===== config.mk =====
export PLATFORM = sky130hd
export DESIGN_NAME = msp_supervisor
export DESIGN_NICKNAME = d
export VERILOG_FILES = /design/src/logic/msp_pkg.sv /design/src/logic/msp_supervisor.sv
export SDC_FILE = /design/constraint.sdc
export NUM_CORES = 1
export LEC_CHECK = 0
export ABC_AREA = 1
export BUFFER_PORTS_ARGS = -buffer_cell sky130_fd_sc_hd__buf_2
export CORE_UTILIZATION = 45
export CTS_CLUSTER_SIZE = 25
export DETAILED_ROUTE_END_ITERATION = 8
export HOLD_SLACK_MARGIN = 0.05
export PLACE_DENSITY = 0.7
export SYNTH_ARGS = -nofsm -noshare
export SYNTH_HDL_FRONTEND = slang
export SYNTH_SLANG_ARGS = --single-unit

===== constraint.sdc =====
create_clock -name i_mclk -period 2.1 [get_ports i_mclk]
set_input_delay 0.21 -clock i_mclk [delete_from_list [all_inputs] [get_ports i_mclk]]
set_output_delay 0.21 -clock i_mclk [all_outputs]
set_load 0.02 [all_outputs]

===== src/logic/msp_pkg.sv =====
/*
  package for the module supervision and protocol block: command codes,
  type codes, engineering-unit limits, watchdog timing and default settings.
  assumes a single 100 MHz module clock.
*/
package msp_pkg;

  // ************************************************************
  // command codes decoded from the host parser
  // ************************************************************
  typedef enum logic [3:0]
  {
    MSP_CMD_NONE          = 4'b0000,
    MSP_CMD_RESET_STATUS  = 4'b0001,
    MSP_CMD_CFG_READBACK  = 4'b0010,
    MSP_CMD_SET_CONFIG    = 4'b0011,
    MSP_CMD_PROTO_SELECT  = 4'b0100,
    MSP_CMD_FACTORY_CAL   = 4'b0101,
    MSP_CMD_SET_TYPE      = 4'b0110,
    MSP_CMD_MB_VENDOR     = 4'b0111,
    MSP_CMD_OTHER         = 4'b1000
  } msp_cmd_t;

  // ************************************************************
  // command carrier from the parser
  // ************************************************************
  typedef struct packed
  {
    logic        valid;      // one-cycle strobe, command for this module
    msp_cmd_t    cmd;
    logic [7:0]  sub_func;   // modbus sub-function
    logic [7:0]  func_code;  // modbus function code
    logic [2:0]  chan;
    logic [7:0]  arg_type;   // type code argument
    logic [5:0]  arg_baud;
    logic        arg_cks;
    logic        arg_proto;  // 0 ascii, 1 modbus
  } msp_cmd_req_t;

  // working configuration
  typedef struct packed
  {
    logic [7:0] addr;
    logic [5:0] baud;
    logic       cks_en;
    logic       proto_mb;
  } msp_cfg_t;

  // ************************************************************
  // defaults used in initialisation mode
  // ************************************************************
  localparam logic [7:0] MSP_INIT_ADDR  = 8'h00;
  localparam logic [5:0] MSP_BAUD_9600  = 6'h0A;
  localparam logic       MSP_INIT_CKS   = 1'b0;
  localparam logic       MSP_PROTO_ASCII = 1'b0;

  // modbus vendor function and type sub-function
  localparam logic [7:0] MSP_MB_VENDOR_FC = 8'h46;
  localparam logic [7:0] MSP_MB_SUB_TYPE  = 8'h08;

  // ************************************************************
  // type codes and engineering-unit full scale
  // ************************************************************
  localparam int         MSP_NUM_TYPES = 14;
  localparam logic [7:0] MSP_TC [MSP_NUM_TYPES] = '{8'h07, 8'h08, 8'h09, 8'h0A, 8'h0B, 8'h0C, 8'h0D,
                                                    8'h1A, 8'h00, 8'h01, 8'h02, 8'h03, 8'h04, 8'h05};
  localparam logic signed [15:0] MSP_FS_LO [MSP_NUM_TYPES] = '{16'sd4000, -16'sd10000, -16'sd5000,
    -16'sd10000, -16'sd5000, -16'sd15000, -16'sd20000, 16'sd0, 16'sd0, 16'sd4000, 16'sd0,
    -16'sd10000, 16'sd0, -16'sd5000};
  localparam logic signed [15:0] MSP_FS_HI [MSP_NUM_TYPES] = '{16'sd20000, 16'sd10000, 16'sd5000,
    16'sd10000, 16'sd5000, 16'sd15000, 16'sd20000, 16'sd20000, 16'sd20000, 16'sd20000, 16'sd10000,
    16'sd10000, 16'sd5000, 16'sd5000};
  localparam logic signed [15:0] MSP_UNDER = 16'sh8000;  // -32768
  localparam logic signed [15:0] MSP_OVER  = 16'sh7FFF;  // +32767

  // ************************************************************
  // timing
  // ************************************************************
  localparam int CLK_MHZ          = 100;
  localparam int HWD_STEP_MS      = 100;   // 0.1 s per timeout unit
  localparam int HWD_STEP_CYCLES  = HWD_STEP_MS * 1000 * CLK_MHZ;
  localparam int MWD_TIMEOUT_MS   = 1000;
  localparam int MWD_CYCLES       = MWD_TIMEOUT_MS * 1000 * CLK_MHZ;
  localparam int MSP_DO_W         = 8;

endpackage


===== src/logic/msp_supervisor.sv =====
/*
  supervision logic of a remote analog i/o module: engineering-unit
  encoding, command indicator, initialisation mode, dual watchdog,
  safe outputs and reset-status flag.
  assumes a host-command parser upstream delivering decoded commands and a
  response transmitter reporting end of reply; all inputs synchronous.
*/
`timescale 1ns/10ps

module msp_supervisor
#(
  parameter int HWD_STEP = msp_pkg::HWD_STEP_CYCLES,
  parameter int MWD_LIMIT = msp_pkg::MWD_CYCLES
)
(
  input  wire logic                    i_mclk,
  input  wire logic                    i_reset_n,
  input  wire logic                    i_clk_en,
  input  wire logic                    i_init_strap,
  input  wire msp_pkg::msp_cmd_req_t   i_cmd,
  input  wire logic                    i_resp_done,
  input  wire logic                    i_status_sent,
  input  wire logic                    i_mb_status_read,
  input  wire logic                    i_kick,
  input  wire msp_pkg::msp_cfg_t       i_stored_cfg,
  input  wire logic [7:0]              i_hwd_timeout,
  input  wire logic [7:0]              i_rd_type,
  input  wire logic signed [15:0]      i_rd_raw,
  input  wire logic                    i_rd_valid,
  input  wire logic [msp_pkg::MSP_DO_W-1:0] i_do_cmd,
  input  wire logic                    i_do_wr,
  input  wire logic [msp_pkg::MSP_DO_W-1:0] i_do_safe,
  input  wire logic [msp_pkg::MSP_DO_W-1:0] i_do_pwron,
  input  wire logic                    i_pwron_use_safe,
  output logic                         o_pwr_led,
  output msp_pkg::msp_cfg_t            o_work_cfg,
  output logic                         o_init_mode,
  output logic                         o_cfg_wr,
  output msp_pkg::msp_cfg_t            o_cfg_wr_data,
  output logic                         o_readback_stored,
  output logic                         o_type_wr,
  output logic [2:0]                   o_type_chan,
  output logic [7:0]                   o_type_val,
  output logic                         o_cal_reload,
  output logic                         o_reset_status,
  output logic                         o_hwd_expired,
  output logic                         o_mod_reset,
  output logic signed [15:0]           o_eu_value,
  output logic                         o_eu_valid,
  output logic [msp_pkg::MSP_DO_W-1:0] o_dout
);
  import msp_pkg::*;

  // ************************************************************
  // init strap capture
  // ************************************************************
  logic strap_taken_r;
  logic init_mode_r;
  msp_cfg_t work_cfg_r;

  // strap is caught once after reset release; later changes are ignored
  always_ff @(posedge i_mclk or negedge i_reset_n)
  begin
    if (!i_reset_n)
    begin
      strap_taken_r <= 1'b0;
      init_mode_r   <= 1'b0;
    end
    else if (i_clk_en && !strap_taken_r)
    begin
      strap_taken_r <= 1'b1;
      init_mode_r   <= i_init_strap;
    end
  end

  // working settings: defaults in init mode, stored otherwise
  always_ff @(posedge i_mclk or negedge i_reset_n)
  begin
    if (!i_reset_n)
      work_cfg_r <= '{addr: MSP_INIT_ADDR, baud: MSP_BAUD_9600, cks_en: MSP_INIT_CKS, proto_mb: MSP_PROTO_ASCII};
    else if (i_clk_en && !strap_taken_r)
    begin
      if (i_init_strap)
        work_cfg_r <= '{addr: MSP_INIT_ADDR, baud: MSP_BAUD_9600, cks_en: MSP_INIT_CKS,
                        proto_mb: MSP_PROTO_ASCII};
      else
        work_cfg_r <= i_stored_cfg;
    end
  end

  // ************************************************************
  // command handling
  // ************************************************************
  // config writes are built on the stored copy, not the working one, so the stored copy is never
  // touched by the default settings themselves
  always_ff @(posedge i_mclk or negedge i_reset_n)
  begin
    if (!i_reset_n)
    begin
      o_cfg_wr          <= 1'b0;
      o_cfg_wr_data     <= '0;
      o_readback_stored <= 1'b0;
      o_type_wr         <= 1'b0;
      o_type_chan       <= '0;
      o_type_val        <= '0;
      o_cal_reload      <= 1'b0;
    end
    else if (i_clk_en)
    begin
      o_cfg_wr          <= 1'b0;
      o_readback_stored <= 1'b0;
      o_type_wr         <= 1'b0;
      o_cal_reload      <= 1'b0;
      if (i_cmd.valid)
      begin
        case (i_cmd.cmd)
          MSP_CMD_SET_CONFIG:
          begin
            o_cfg_wr      <= 1'b1;
            o_cfg_wr_data <= i_stored_cfg;
            o_cfg_wr_data.addr <= i_cmd.arg_type;
            if (init_mode_r)
            begin
              o_cfg_wr_data.baud   <= i_cmd.arg_baud;
              o_cfg_wr_data.cks_en <= i_cmd.arg_cks;
            end
          end
          MSP_CMD_PROTO_SELECT:
          begin
            if (init_mode_r)
            begin
              o_cfg_wr               <= 1'b1;
              o_cfg_wr_data          <= i_stored_cfg;
              o_cfg_wr_data.proto_mb <= i_cmd.arg_proto;
            end
          end
          MSP_CMD_CFG_READBACK:
            o_readback_stored <= 1'b1;
          MSP_CMD_SET_TYPE:
          begin
            o_type_wr   <= 1'b1;
            o_type_chan <= i_cmd.chan;
            o_type_val  <= i_cmd.arg_type;
          end
          MSP_CMD_MB_VENDOR:
          begin
            if (i_cmd.func_code == MSP_MB_VENDOR_FC && i_cmd.sub_func == MSP_MB_SUB_TYPE)
            begin
              o_type_wr   <= 1'b1;
              o_type_chan <= i_cmd.chan;
              o_type_val  <= i_cmd.arg_type;
            end
          end
          MSP_CMD_FACTORY_CAL:
            o_cal_reload <= 1'b1;
          default:
            o_cal_reload <= 1'b0;
        endcase
      end
    end
  end

  // ************************************************************
  // power indicator
  // ************************************************************
  // off from command to end of reply, so the host can see reception
  always_ff @(posedge i_mclk or negedge i_reset_n)
  begin
    if (!i_reset_n)
      o_pwr_led <= 1'b1;
    else if (i_clk_en)
    begin
      if (i_cmd.valid)
        o_pwr_led <= 1'b0;
      else if (i_resp_done)
        o_pwr_led <= 1'b1;
    end
  end

  // ************************************************************
  // host watchdog
  // ************************************************************
  logic [31:0] hwd_tick_r;
  logic [7:0]  hwd_units_r;
  logic        hwd_exp_r;

  always_ff @(posedge i_mclk or negedge i_reset_n)
  begin
    if (!i_reset_n)
    begin
      hwd_tick_r  <= '0;
      hwd_units_r <= '0;
      hwd_exp_r   <= 1'b0;
    end
    else if (i_clk_en)
    begin
      if (i_cmd.valid || i_hwd_timeout == 8'h00)
      begin
        hwd_tick_r  <= '0;
        hwd_units_r <= '0;
        hwd_exp_r   <= 1'b0;
      end
      else if (!hwd_exp_r)
      begin
        if (hwd_tick_r == 32'(HWD_STEP - 1))
        begin
          hwd_tick_r  <= '0;
          hwd_units_r <= hwd_units_r + 8'h01;
          if (hwd_units_r + 8'h01 == i_hwd_timeout)
            hwd_exp_r <= 1'b1;
        end
        else
          hwd_tick_r <= hwd_tick_r + 32'h1;
      end
    end
  end

  // ************************************************************
  // module watchdog
  // ************************************************************
  // runs even with clock enable low: a frozen core is exactly the stall it hunts
  logic [31:0] mwd_cnt_r;

  always_ff @(posedge i_mclk or negedge i_reset_n)
  begin
    if (!i_reset_n)
    begin
      mwd_cnt_r   <= '0;
      o_mod_reset <= 1'b0;
    end
    else if (i_kick || o_mod_reset)
    begin
      mwd_cnt_r   <= '0;
      o_mod_reset <= 1'b0;
    end
    else if (mwd_cnt_r == 32'(MWD_LIMIT - 1))
      o_mod_reset <= 1'b1;
    else
      mwd_cnt_r <= mwd_cnt_r + 32'h1;
  end

  // ************************************************************
  // reset status flag
  // ************************************************************
  // set wins over clear in the same cycle
  always_ff @(posedge i_mclk or negedge i_reset_n)
  begin
    if (!i_reset_n)
      o_reset_status <= 1'b1;
    else if (o_mod_reset)
      o_reset_status <= 1'b1;
    else if (i_clk_en && (i_status_sent || i_mb_status_read))
      o_reset_status <= 1'b0;
  end

  // ************************************************************
  // digital outputs
  // ************************************************************
  always_ff @(posedge i_mclk or negedge i_reset_n)
  begin
    if (!i_reset_n)
      o_dout <= '0;
    else if (o_mod_reset || !strap_taken_r)
      o_dout <= i_pwron_use_safe ? i_do_safe : i_do_pwron;
    else if (i_clk_en)
    begin
      if (hwd_exp_r)
        o_dout <= i_do_safe;
      else if (i_do_wr)
        o_dout <= i_do_cmd;
    end
  end

  // ************************************************************
  // engineering-unit encoding
  // ************************************************************
  logic signed [15:0] eu_nxt;

  // raw reading is already in units; it is clipped to sentinels by the table range
  always_comb
  begin
    eu_nxt = i_rd_raw;
    for (int k = 0; k < MSP_NUM_TYPES; k++)
    begin
      if (i_rd_type == MSP_TC[k])
      begin
        if (i_rd_raw < MSP_FS_LO[k])
          eu_nxt = MSP_UNDER;
        else if (i_rd_raw > MSP_FS_HI[k])
          eu_nxt = MSP_OVER;
        else
          eu_nxt = i_rd_raw;
      end
    end
  end

  always_ff @(posedge i_mclk or negedge i_reset_n)
  begin
    if (!i_reset_n)
    begin
      o_eu_value <= '0;
      o_eu_valid <= 1'b0;
    end
    else if (i_clk_en)
    begin
      o_eu_valid <= i_rd_valid;
      if (i_rd_valid)
        o_eu_value <= eu_nxt;
    end
  end

  // ************************************************************
  // status outputs
  // ************************************************************
  always_ff @(posedge i_mclk or negedge i_reset_n)
  begin
    if (!i_reset_n)
    begin
      o_init_mode   <= 1'b0;
      o_work_cfg    <= '0;
      o_hwd_expired <= 1'b0;
    end
    else if (i_clk_en)
    begin
      o_init_mode   <= init_mode_r;
      o_work_cfg    <= work_cfg_r;
      o_hwd_expired <= hwd_exp_r;
    end
  end

endmodule


=== Yosys cells after proc, flatten, opt, wreduce, memory -nomap -nowiden ===
Cells that the tools add are included.

* Register bits after elaboration: 168
* Latch bits: 0
* Bits in writable memories: 0
* ROM bits: 0
* Output and inout bits: 77
* Memories kept: 0

* Add/sub/neg operators: 3
* Multiply operators: 0
* Divide/modulo/power cells: 0
* $lt $le $gt $ge: 10
* Equal/unequal tests: 28
* Shift-type cells: 0
* Multiplexer cells: 67
* Bitwise operators: 0
* Reduce and logical (&&, ||, !) cells: 25

{| class="wikitable"
|+ Operators by type and width
! operator !! number
|-
| $mux W16 || 28
|-
| $mux W32 || 5
|-
| $mux W8 || 9
|-
| $add A32 B1 Y32 const B || 2
|-
| $eq A8 B4 Y1 const B || 7
|-
| $eq A32 B24 Y1 const B || 1
|-
| $eq A32 B27 Y1 const B || 1
|-
| $gt A16 B15 Y1 const B || 2
|-
| $lt A16 B15 Y1 const B || 2
|-
| $pmux W16 S2 || 1
|-
| $eq A8 B3 Y1 const B || 3
|-
| $mux W1 || 18
|-
| $eq A4 B3 Y1 const B || 4
|-
| $eq A8 B2 Y1 const B || 2
|-
| $gt A16 B14 Y1 const B || 1
|-
| $gt A16 B16 Y1 const B || 1
|-
| $logic_not A8 Y1 || 2
|-
| $lt A16 B1 Y1 const B || 1
|-
| $lt A16 B13 Y1 const B || 1
|-
| $lt A16 B14 Y1 const B || 1
|-
| $lt A16 B16 Y1 const B || 1
|-
| $pmux W8 S2 || 1
|-
| $reduce_bool A2 Y1 || 7
|-
| $add A8 B1 Y8 const B || 1
|-
| 18 further kinds || 31
|}

=== Depth between registers and ports, before layout ===
Gate-level depths: netlist of run 1.

* Depth after elaboration: 17
* Depth in mapped cells: 23
* Depth with buffers taken out: 23

=== Worst setup path after synthesis of run 1 ===
OpenSTA, ideal clock, no wires.

* Path kind: reg-to-reg
* Start: register mwd_cnt_r[0]
* End: register mwd_cnt_r[21]
* Library setup time: 77 ps
* Data arrival time: 2035 ps
* Required time: 2023 ps
* Path slack: -13 ps
* Stages on the path, launching flop included: 17
* Buffers on the path: 0
* Period minus slack after synthesis: 2113 ps
* Cells stage by stage: dfrtp_1 ha_1 nand3_1 nor3_2 nand3_1 inv_1 nand3_1 inv_1 nor3_1 nand2_1 nor2_1 nand3_1 nor2_1 nand2_1 o21ai_0 nand2_1 a21oi_1

* Longest elaborated chain between the ends: 3

{| class="wikitable"
|+ Ends and longest elaborated chain
! element !! line !! source
|-
| start: declaration || msp_supervisor.sv:222 || <nowiki>logic [31:0] mwd_cnt_r;</nowiki>
|-
| start signal: assignment || msp_supervisor.sv:239 || <nowiki>mwd_cnt_r <= mwd_cnt_r + 32'h1;</nowiki>
|-
| $add A32 B1 Y32 || msp_supervisor.sv:239 ||
|-
| $mux W32 || msp_supervisor.sv:236 || <nowiki>else if (mwd_cnt_r == 32'(MWD_LIMIT - 1))</nowiki>
|-
| $mux W32 || msp_supervisor.sv:231 || <nowiki>else if (i_kick || o_mod_reset)</nowiki>
|}

Several ways; a longest one is shown, not always the timed one. The select of a mux whose other input is x is not followed.
A chain may end at the register's enable or synchronous reset.

=== Worst setup path after layout of run 1 ===
* Start: register mwd_cnt_r[0]
* End: register mwd_cnt_r[28]

The elaborated chain is that of the path after synthesis.

==> results of run 1 <==
==> cell families after synthesis <==
group | Yosys count
and+or+nand+nor | 898
AOI/OAI and AO/OA | 289
buffers and inverters | 218
DFF | 168
xor gates and xnor gates | 19
muxes | 11
adders and majority gates | 3
==> repair_timing <==
action                     CTS  global route
setup endpoints to repair   46            54
hold endpoints to repair   123             0
pin swaps                    9            21
buffers inserted             4            10
hold buffers                35             0
resized for setup           20            47
==> sequential cells by signal (all words and copies together), names as in the netlist <==
signal	flops
o_readback_stored	1
mwd_cnt_r	32
o_cfg_wr_data	16
hwd_units_r	8
init_mode_r	1
o_eu_value	16
hwd_exp_r	1
o_eu_valid	1
o_dout	8
hwd_tick_r	32
o_mod_reset	1
strap_taken_r	1
o_type_wr	1
o_type_val	8
o_pwr_led	1
o_cal_reload	1
o_type_chan	3
o_cfg_wr	1
o_init_mode	1
o_hwd_expired	1
o_work_cfg	16
o_reset_status	1
work_cfg_r	16
==> critical path, cell delays in order (launching register included) <==
cell and delay, ns:
dfrtp_1 0.35, ha_2 0.21, nand3_4 0.09, nor3_4 0.17, nand3_2 0.16, nor2_4 0.15, inv_2 0.05, nor2_4 0.11
nand2_2 0.08, inv_2 0.07, nand4_1 0.11, nor2_1 0.14, inv_1 0.08, nor2_2 0.15, buf_4 0.13, a21oi_2 0.04
==> per-stage QoR <==
| stage | worst slack [ns] | TNS (ns) | util (%) | std cells |
|---|---|---|---|---|
| 6_report | -0.119 | -0.479 | 63.4 | 2345 |
| 5_1_grt | -0.273 | -2.39 | 63.4 | 2345 |
| 4_1_cts | -0.0646 | -0.204 | 62.3 | 2335 |
| 3_5_place_dp | -0.175 | -3.03 | 57.9 | 2264 |
| 2_1_floorplan | 0.0695 | 0 | - | 1606 |
| 3_3_place_gp | -0.167 | -2.31 | 57.9 | 2264 |
==> per-layer routing <==
layer | wire length, um | up-vias | track usage (%)
li1 | - | 6093 | -
met1 | 15200 | 5808 | 38.0
met2 | 17200 | 488 | 49.5
met3 | 2340 | 82 | 4.32
met4 | 954 | 0 | 9.89
met5 | 0 | - | 0
==> power by group through the flow <==
stage          Clock [mW]  Combinational, mW  Sequential, mW
2_1_floorplan           0              0.692            3.98
3_3_place_gp            0               1.81            3.72
4_1_cts              3.18               1.89            3.67
6_report             3.13               1.92            3.67
3_5_place_dp            0               1.83            3.72
5_1_grt              3.32               2.11            3.70
==> cells in the final DEF, fill, tap and decap left out, types with 6 or more instances in the layout <==
cell	netlist	final
nand2_2	11	14
dlygate4sd3_1	0	35
a31oi_1	18	18
o21ai_0	71	67
buf_12	0	13
inv_2	12	19
nor2_4	2	12
a22o_1	8	8
nor4_1	22	19
dfrtp_1	164	164
nor3_1	37	30
buf_4	4	192
nand3_2	3	8
nand3_1	69	63
o211ai_1	11	11
inv_1	150	143
nand2_1	538	535
nor2_1	168	156
clkbuf_16	0	17
nor3_2	4	8
o21ai_1	12	13
nand4_1	25	25
nor2_2	7	9
a211oi_1	6	6
buf_2	15	198
mux2_2	11	11
xor2_1	17	17
a21oi_1	126	124
o22ai_1	12	12
==> layout make-up <==
cell class	instances	area, um^2	area share, %
clock buffer	17	425	2.85
clock inverter	15	171	1.15
inverter	165	619	4.15
multi-input combinational	1220	6030	40.4
sequential	168	4210	28.2
tap	319	399	2.67
timing repair buffer	441	3080	20.6
==> how the worst max path moves through the flow <==
stage / depth (start not counted) / slack [ns] / end
floorplan: 16 / 0.07 / mwd_cnt_r[21]$_DFFE_PN0P_
global placement: 16 / -0.17 / mwd_cnt_r[21]$_DFFE_PN0P_
detailed placement: 16 / -0.17 / mwd_cnt_r[21]$_DFFE_PN0P_
CTS: 16 / -0.06 / mwd_cnt_r[21]$_DFFE_PN0P_
global route: 15 / -0.27 / mwd_cnt_r[28]$_DFFE_PN0P_
finish: 15 / -0.12 / mwd_cnt_r[28]$_DFFE_PN0P_
==> run summary, run 1 <==
status -> finished, violations left
failing checks -> setup timing
CP endpoint kind -> flop
LEAKAGE -> 7.47 nW
total track usage -> 29.2%
WL/cell -> 15.2 um
Netlist cell types -> 56
GR Overflow Total -> 0
worst slew pin tran -> 0.589 ns
synth cell count leaders -> nand2_1 (538), nor2_1 (168), dfrtp_1 (164), inv_1 (150), a21oi_1 (126)
Sequential Power Share -> 42.1%
Root Driver -> clkbuf_16
drt total wl -> 35.7 mm
Worst EP required -> 2.41 ns
R2R setup slack -> -0.12 ns
DR pass1 iterations -> 6
critical path type -> reg2reg
biggest area consumer among synthesized cells -> dfrtp_1
Max-slew headroom -> 60.6%
CP startpoint kind -> flop
worst r2r src -> mwd_cnt_r[0]$_DFFE_PN0P_
Worst-path clk slew -> 0.07 ns
EDFF count, synth -> 0
min-delay src -> i_cmd[13]
Post-Synth Simple-Gate Area -> 35.0%
design area -> 14900 um^2
clock buffer depth -> 2
count leader, synth -> nand2_1
XOR/XNOR Fraction of Synth Area -> 1.53%
area grow syn2layout -> 37.4%
Internal -> 5.87 mW
Syn Area/Cell -> 6.77 um^2
Max Fclk -> 0.451 GHz
largest family of logic cells by synthesized area -> simple AND/OR/NAND/NOR gates
Synth top area share -> 37.8%
synthesized flop and latch total -> 168
initial antenna violation count -> 0
RD Place Congestion -> 0.982
Most used DFF post-synth -> dfrtp_1
Worst VDD drop -> 504 uV
largest net degree at the start of global routing -> 85
# Max-Cap Violations -> 0
die width -> 157 um
via count -> 12.5k
synth warn -> 0
Via density -> 5.32
Comb pwr share -> 22.0%
drt drc -> 0
die span in y -> 157 um
Tmin final -> 2.22 ns
Final Cycle Share -> 106%
Final ANT Viol Nets -> 0
DPL Wire Length -> 26.2 mm
clock share of power -> 35.9%
reg2reg path depth -> 15
CTS tree -> done
crit path max fanout -> 3
clock sinks -> 168
worst hold path class -> in2reg
Port Buffers -> 199
post-synthesis sequential area ratio -> 38.7%
H-tree Lvls -> 4
post-synthesis async set-or-reset flop share -> 100%
power density over the cells -> 585 nW/um^2
Crit path arrival time -> 2.53 ns
Core Area -> 23500 um^2
Critical Path Start -> mwd_cnt_r[0]$_DFFE_PN0P_
Synth Area in Compound Gates -> 15.2%
hold_ws -> 0.0572 ns
drt initial violations -> 989
vias in the first global route -> 11.9k
Initial Util -> 46.2%
r2r endpoint -> mwd_cnt_r[28]$_DFFE_PN0P_
die area -> 24800 um^2
FILL cells -> 2089
Hold Path End -> o_type_val[5]$_DFFE_PN0P_
Sw Share -> 32.7%
count of pins over their slew limit -> 0
antenna cells -> 0
clk_lat worst skew -> 0.43 ns
final setup violation count -> 8
Cell Area, Placed -> 13600 um^2
clock buffer count from CTS -> 17
proportion of synthesized area in mux cells -> 1.14%
Hold Path Depth -> 2
share of layout cells above drive strength 1 -> 27.1%
final-stage net count -> 2139
# rows -> 56
smallest setup slack after layout -> -0.119 ns
first-pass GRT wire length -> 57.5 mm
Post-Synthesis Cells -> 1606
synthesized area -> 10900 um^2
final hold viol count -> 0
clock skew -> 0.0141 ns
Net Sw Power -> 2.86 mW
RSZ-0062 raised after global routing -> true
synth top area cells -> dfrtp_1 (38%), nand2_1 (19%), a21oi_1 (5.8%), nor2_1 (5.8%), inv_1 (5.2%)
Total Power -> 8.73 mW
adder-cell area share of the yosys netlist -> 0.345%
Mapped Nets -> 1732
Ports -> 200
(Power assumes the default switching activity.)
==> run 2: changes to the inputs <==
Settings changed: PLACE_DENSITY 0.7 to 0.68, SLEW_MARGIN set to 20.
Clock period 2.1 ns to 2.9 ns, I/O delays scaled along.
==> run 2 against run 1 <==
Effect of this change: the flow now finishes without violations; routed wire length fell by 9.2%; count of clock-buffer cells in the layout increased by 1; global-route usage is 1.8 points lower; hold slack better by 0.016 ns; utilization decreased by 8.8 points; via count fell by 7.4%; fmax is 13% lower; clock power is 27% lower; die area unchanged; critical endpoint is now mwd_cnt_r[21]$_DFFE_PN0P_; largest cell class unchanged.
==> run summary, run 2 (same netlist as run 1, synthesis figures left out) <==
placed cells -> 2096
Initial Util -> 46.2%
DPL Wire Length -> 24.7 mm
clock share of power -> 37.1%
LEAKAGE -> 6.34 nW
Max Fclk -> 0.394 GHz
share of layout cells above drive strength 1 -> 17.9%
drt initial violations -> 876
RD Place Congestion -> 0.969
die width -> 157 um
# Max-Cap Violations -> 0
H-tree Lvls -> 4
Largest regs -> hwd_tick_r: 32 flops, mwd_cnt_r: 32 flops
drt total wl -> 32.4 mm
clock buffer depth -> 2
Core Area -> 23500 um^2
CP endpoint kind -> flop
final setup violation count -> 0
Sw Share -> 32.7%
WL/cell -> 15.2 um
Comb pwr share -> 19.5%
clock sinks -> 168
Ports -> 200
# rows -> 56
most frequent cells in the layout -> nand2_1 (538), buf_2 (198), nor2_1 (167)
Worst-path clk slew -> 0.08 ns
status -> finished, final reports clean
commonest non-fill, non-tap cell in the layout -> nand2_1
Tmin final -> 2.54 ns
Worst EP required -> 3.27 ns
first-pass GRT wire length -> 54.0 mm
clock buffer count from CTS -> 17
Final Cycle Share -> 87.5%
GR Overflow Total -> 0
Max-slew headroom -> 52.7%
Root Driver -> clkbuf_16
worst slew pin tran -> 0.704 ns
die area -> 24800 um^2
clk_lat worst skew -> 0.45 ns
worst hold path class -> in2reg
CTS tree -> done
met2 usage -> 46.3%
via count -> 11.5k
Net Sw Power -> 2.00 mW
Worst VDD drop -> 363 uV
Via density -> 5.42
Crit path arrival time -> 2.91 ns
setup TNS -> 0 ns
initial antenna violation count -> 0
vias in the first global route -> 11.2k
count of pins over their slew limit -> 0
RSZ-0062 raised after global routing -> false
met3 usage -> 5.51%
largest net degree at the start of global routing -> 77
crit path max fanout -> 4
Sequential Power Share -> 43.4%
Final ANT Viol Nets -> 0
clock skew -> 0.0166 ns
die span in y -> 157 um
total track usage -> 27.4%
power density over the cells -> 476 nW/um^2
DR pass1 iterations -> 5
Internal -> 4.11 mW
Port Buffers -> 199
final hold viol count -> 0
CP startpoint kind -> flop
postcts setup bufs -> 0
final-stage net count -> 1925
drt drc -> 0
critical path type -> reg2reg
Post-Layout Cell Count -> 2131
area grow syn2layout -> 18.3%
GRT busiest layer -> met2
antenna cells -> 0
grt met1 use -> 33.8%
run 2: cell types whose count changed in the layout (fill, tap and decap cells not counted), sizes merged:
cell and delta:
clkinv +2, dlygate4sd3 -32, inv -3, buf -182, clkbuf +1
run 2: timing repair:
item                                    4_1_cts  5_1_grt
gates resized for setup                       0        1
hold buffers                                  3        0
endpoints found under the hold margin        46        0
endpoints found under the setup margin        0        2
run 2: final cells by class:
cell class,count,area [um^2]
Fill cell,2322,10700
Clock inverter,14,161
Clock buffer,18,439
Timing Repair Buffer,227,1240
Sequential cell,168,4210
Tap cell,319,399
Inverter,165,619
Multi-Input combinational cell,1220,5790
run 2: worst paths after layout:
check                                          start  depth (start not counted)                    endpoint  slack [ns]
max                         mwd_cnt_r[0]$_DFFE_PN0P_                         16   mwd_cnt_r[21]$_DFFE_PN0P_        0.36
min                                        i_cmd[18]                          2  o_type_chan[2]$_DFFE_PN0P_        0.07
max reg2reg                 mwd_cnt_r[0]$_DFFE_PN0P_                         16   mwd_cnt_r[21]$_DFFE_PN0P_        0.36
min reg2reg                o_work_cfg[4]$_DFFE_PN0P_                          2   o_work_cfg[4]$_DFFE_PN0P_        0.47
max in group asynchronous                  i_reset_n                          3   o_work_cfg[8]$_DFFE_PN0P_        1.79
min in group asynchronous                  i_reset_n                          2  hwd_tick_r[24]$_DFFE_PN0P_        0.36
run 2: power groups by stage:
stage	combinational, mW	clock, mW	sequential, mW
finish	1.19	2.27	2.65
global route	1.32	2.42	2.68
CTS	1.20	2.33	2.65
detailed placement	1.19	0	2.69
global placement	1.17	0	2.69
floorplan	0.501	0	2.88
run 2: worst max-delay path, stage by stage, from the launching register on:
cell and delay (ns):
dfrtp_1 0.41, ha_1 0.24, nand3_1 0.12, nor3_2 0.06
nand3_1 0.12, inv_1 0.09, nand3_1 0.11, inv_1 0.06
nor3_1 0.27, nand2_1 0.11, nor2_1 0.10, nand3_1 0.11
nor2_1 0.22, nand2_1 0.10, o21ai_0 0.16, nand2_1 0.07
a21oi_1 0.11
run 2: routing by layer:
layer  vias to the layer above  wire length (um)
met1                      5395             13900
met3                        76              2070
met2                       421             15400
met5                         -                 0
met4                         0              1010
li1                       5657                 -
run 2: through the flow:
step	cell area (um^2)	utilization, %	power, mW	setup slack [ns]	hold WS [ns]
2_1_floorplan	10900	-	3.38	0.787	-0.00559
3_3_place_gp	12200	51.9	3.86	0.444	0.263
3_5_place_dp	12200	51.9	3.88	0.373	0.261
4_1_cts	12900	54.6	6.18	0.389	0.0541
5_1_grt	12900	54.6	6.41	0.0416	0.0599
6_report	12900	54.6	6.11	0.363	0.0737
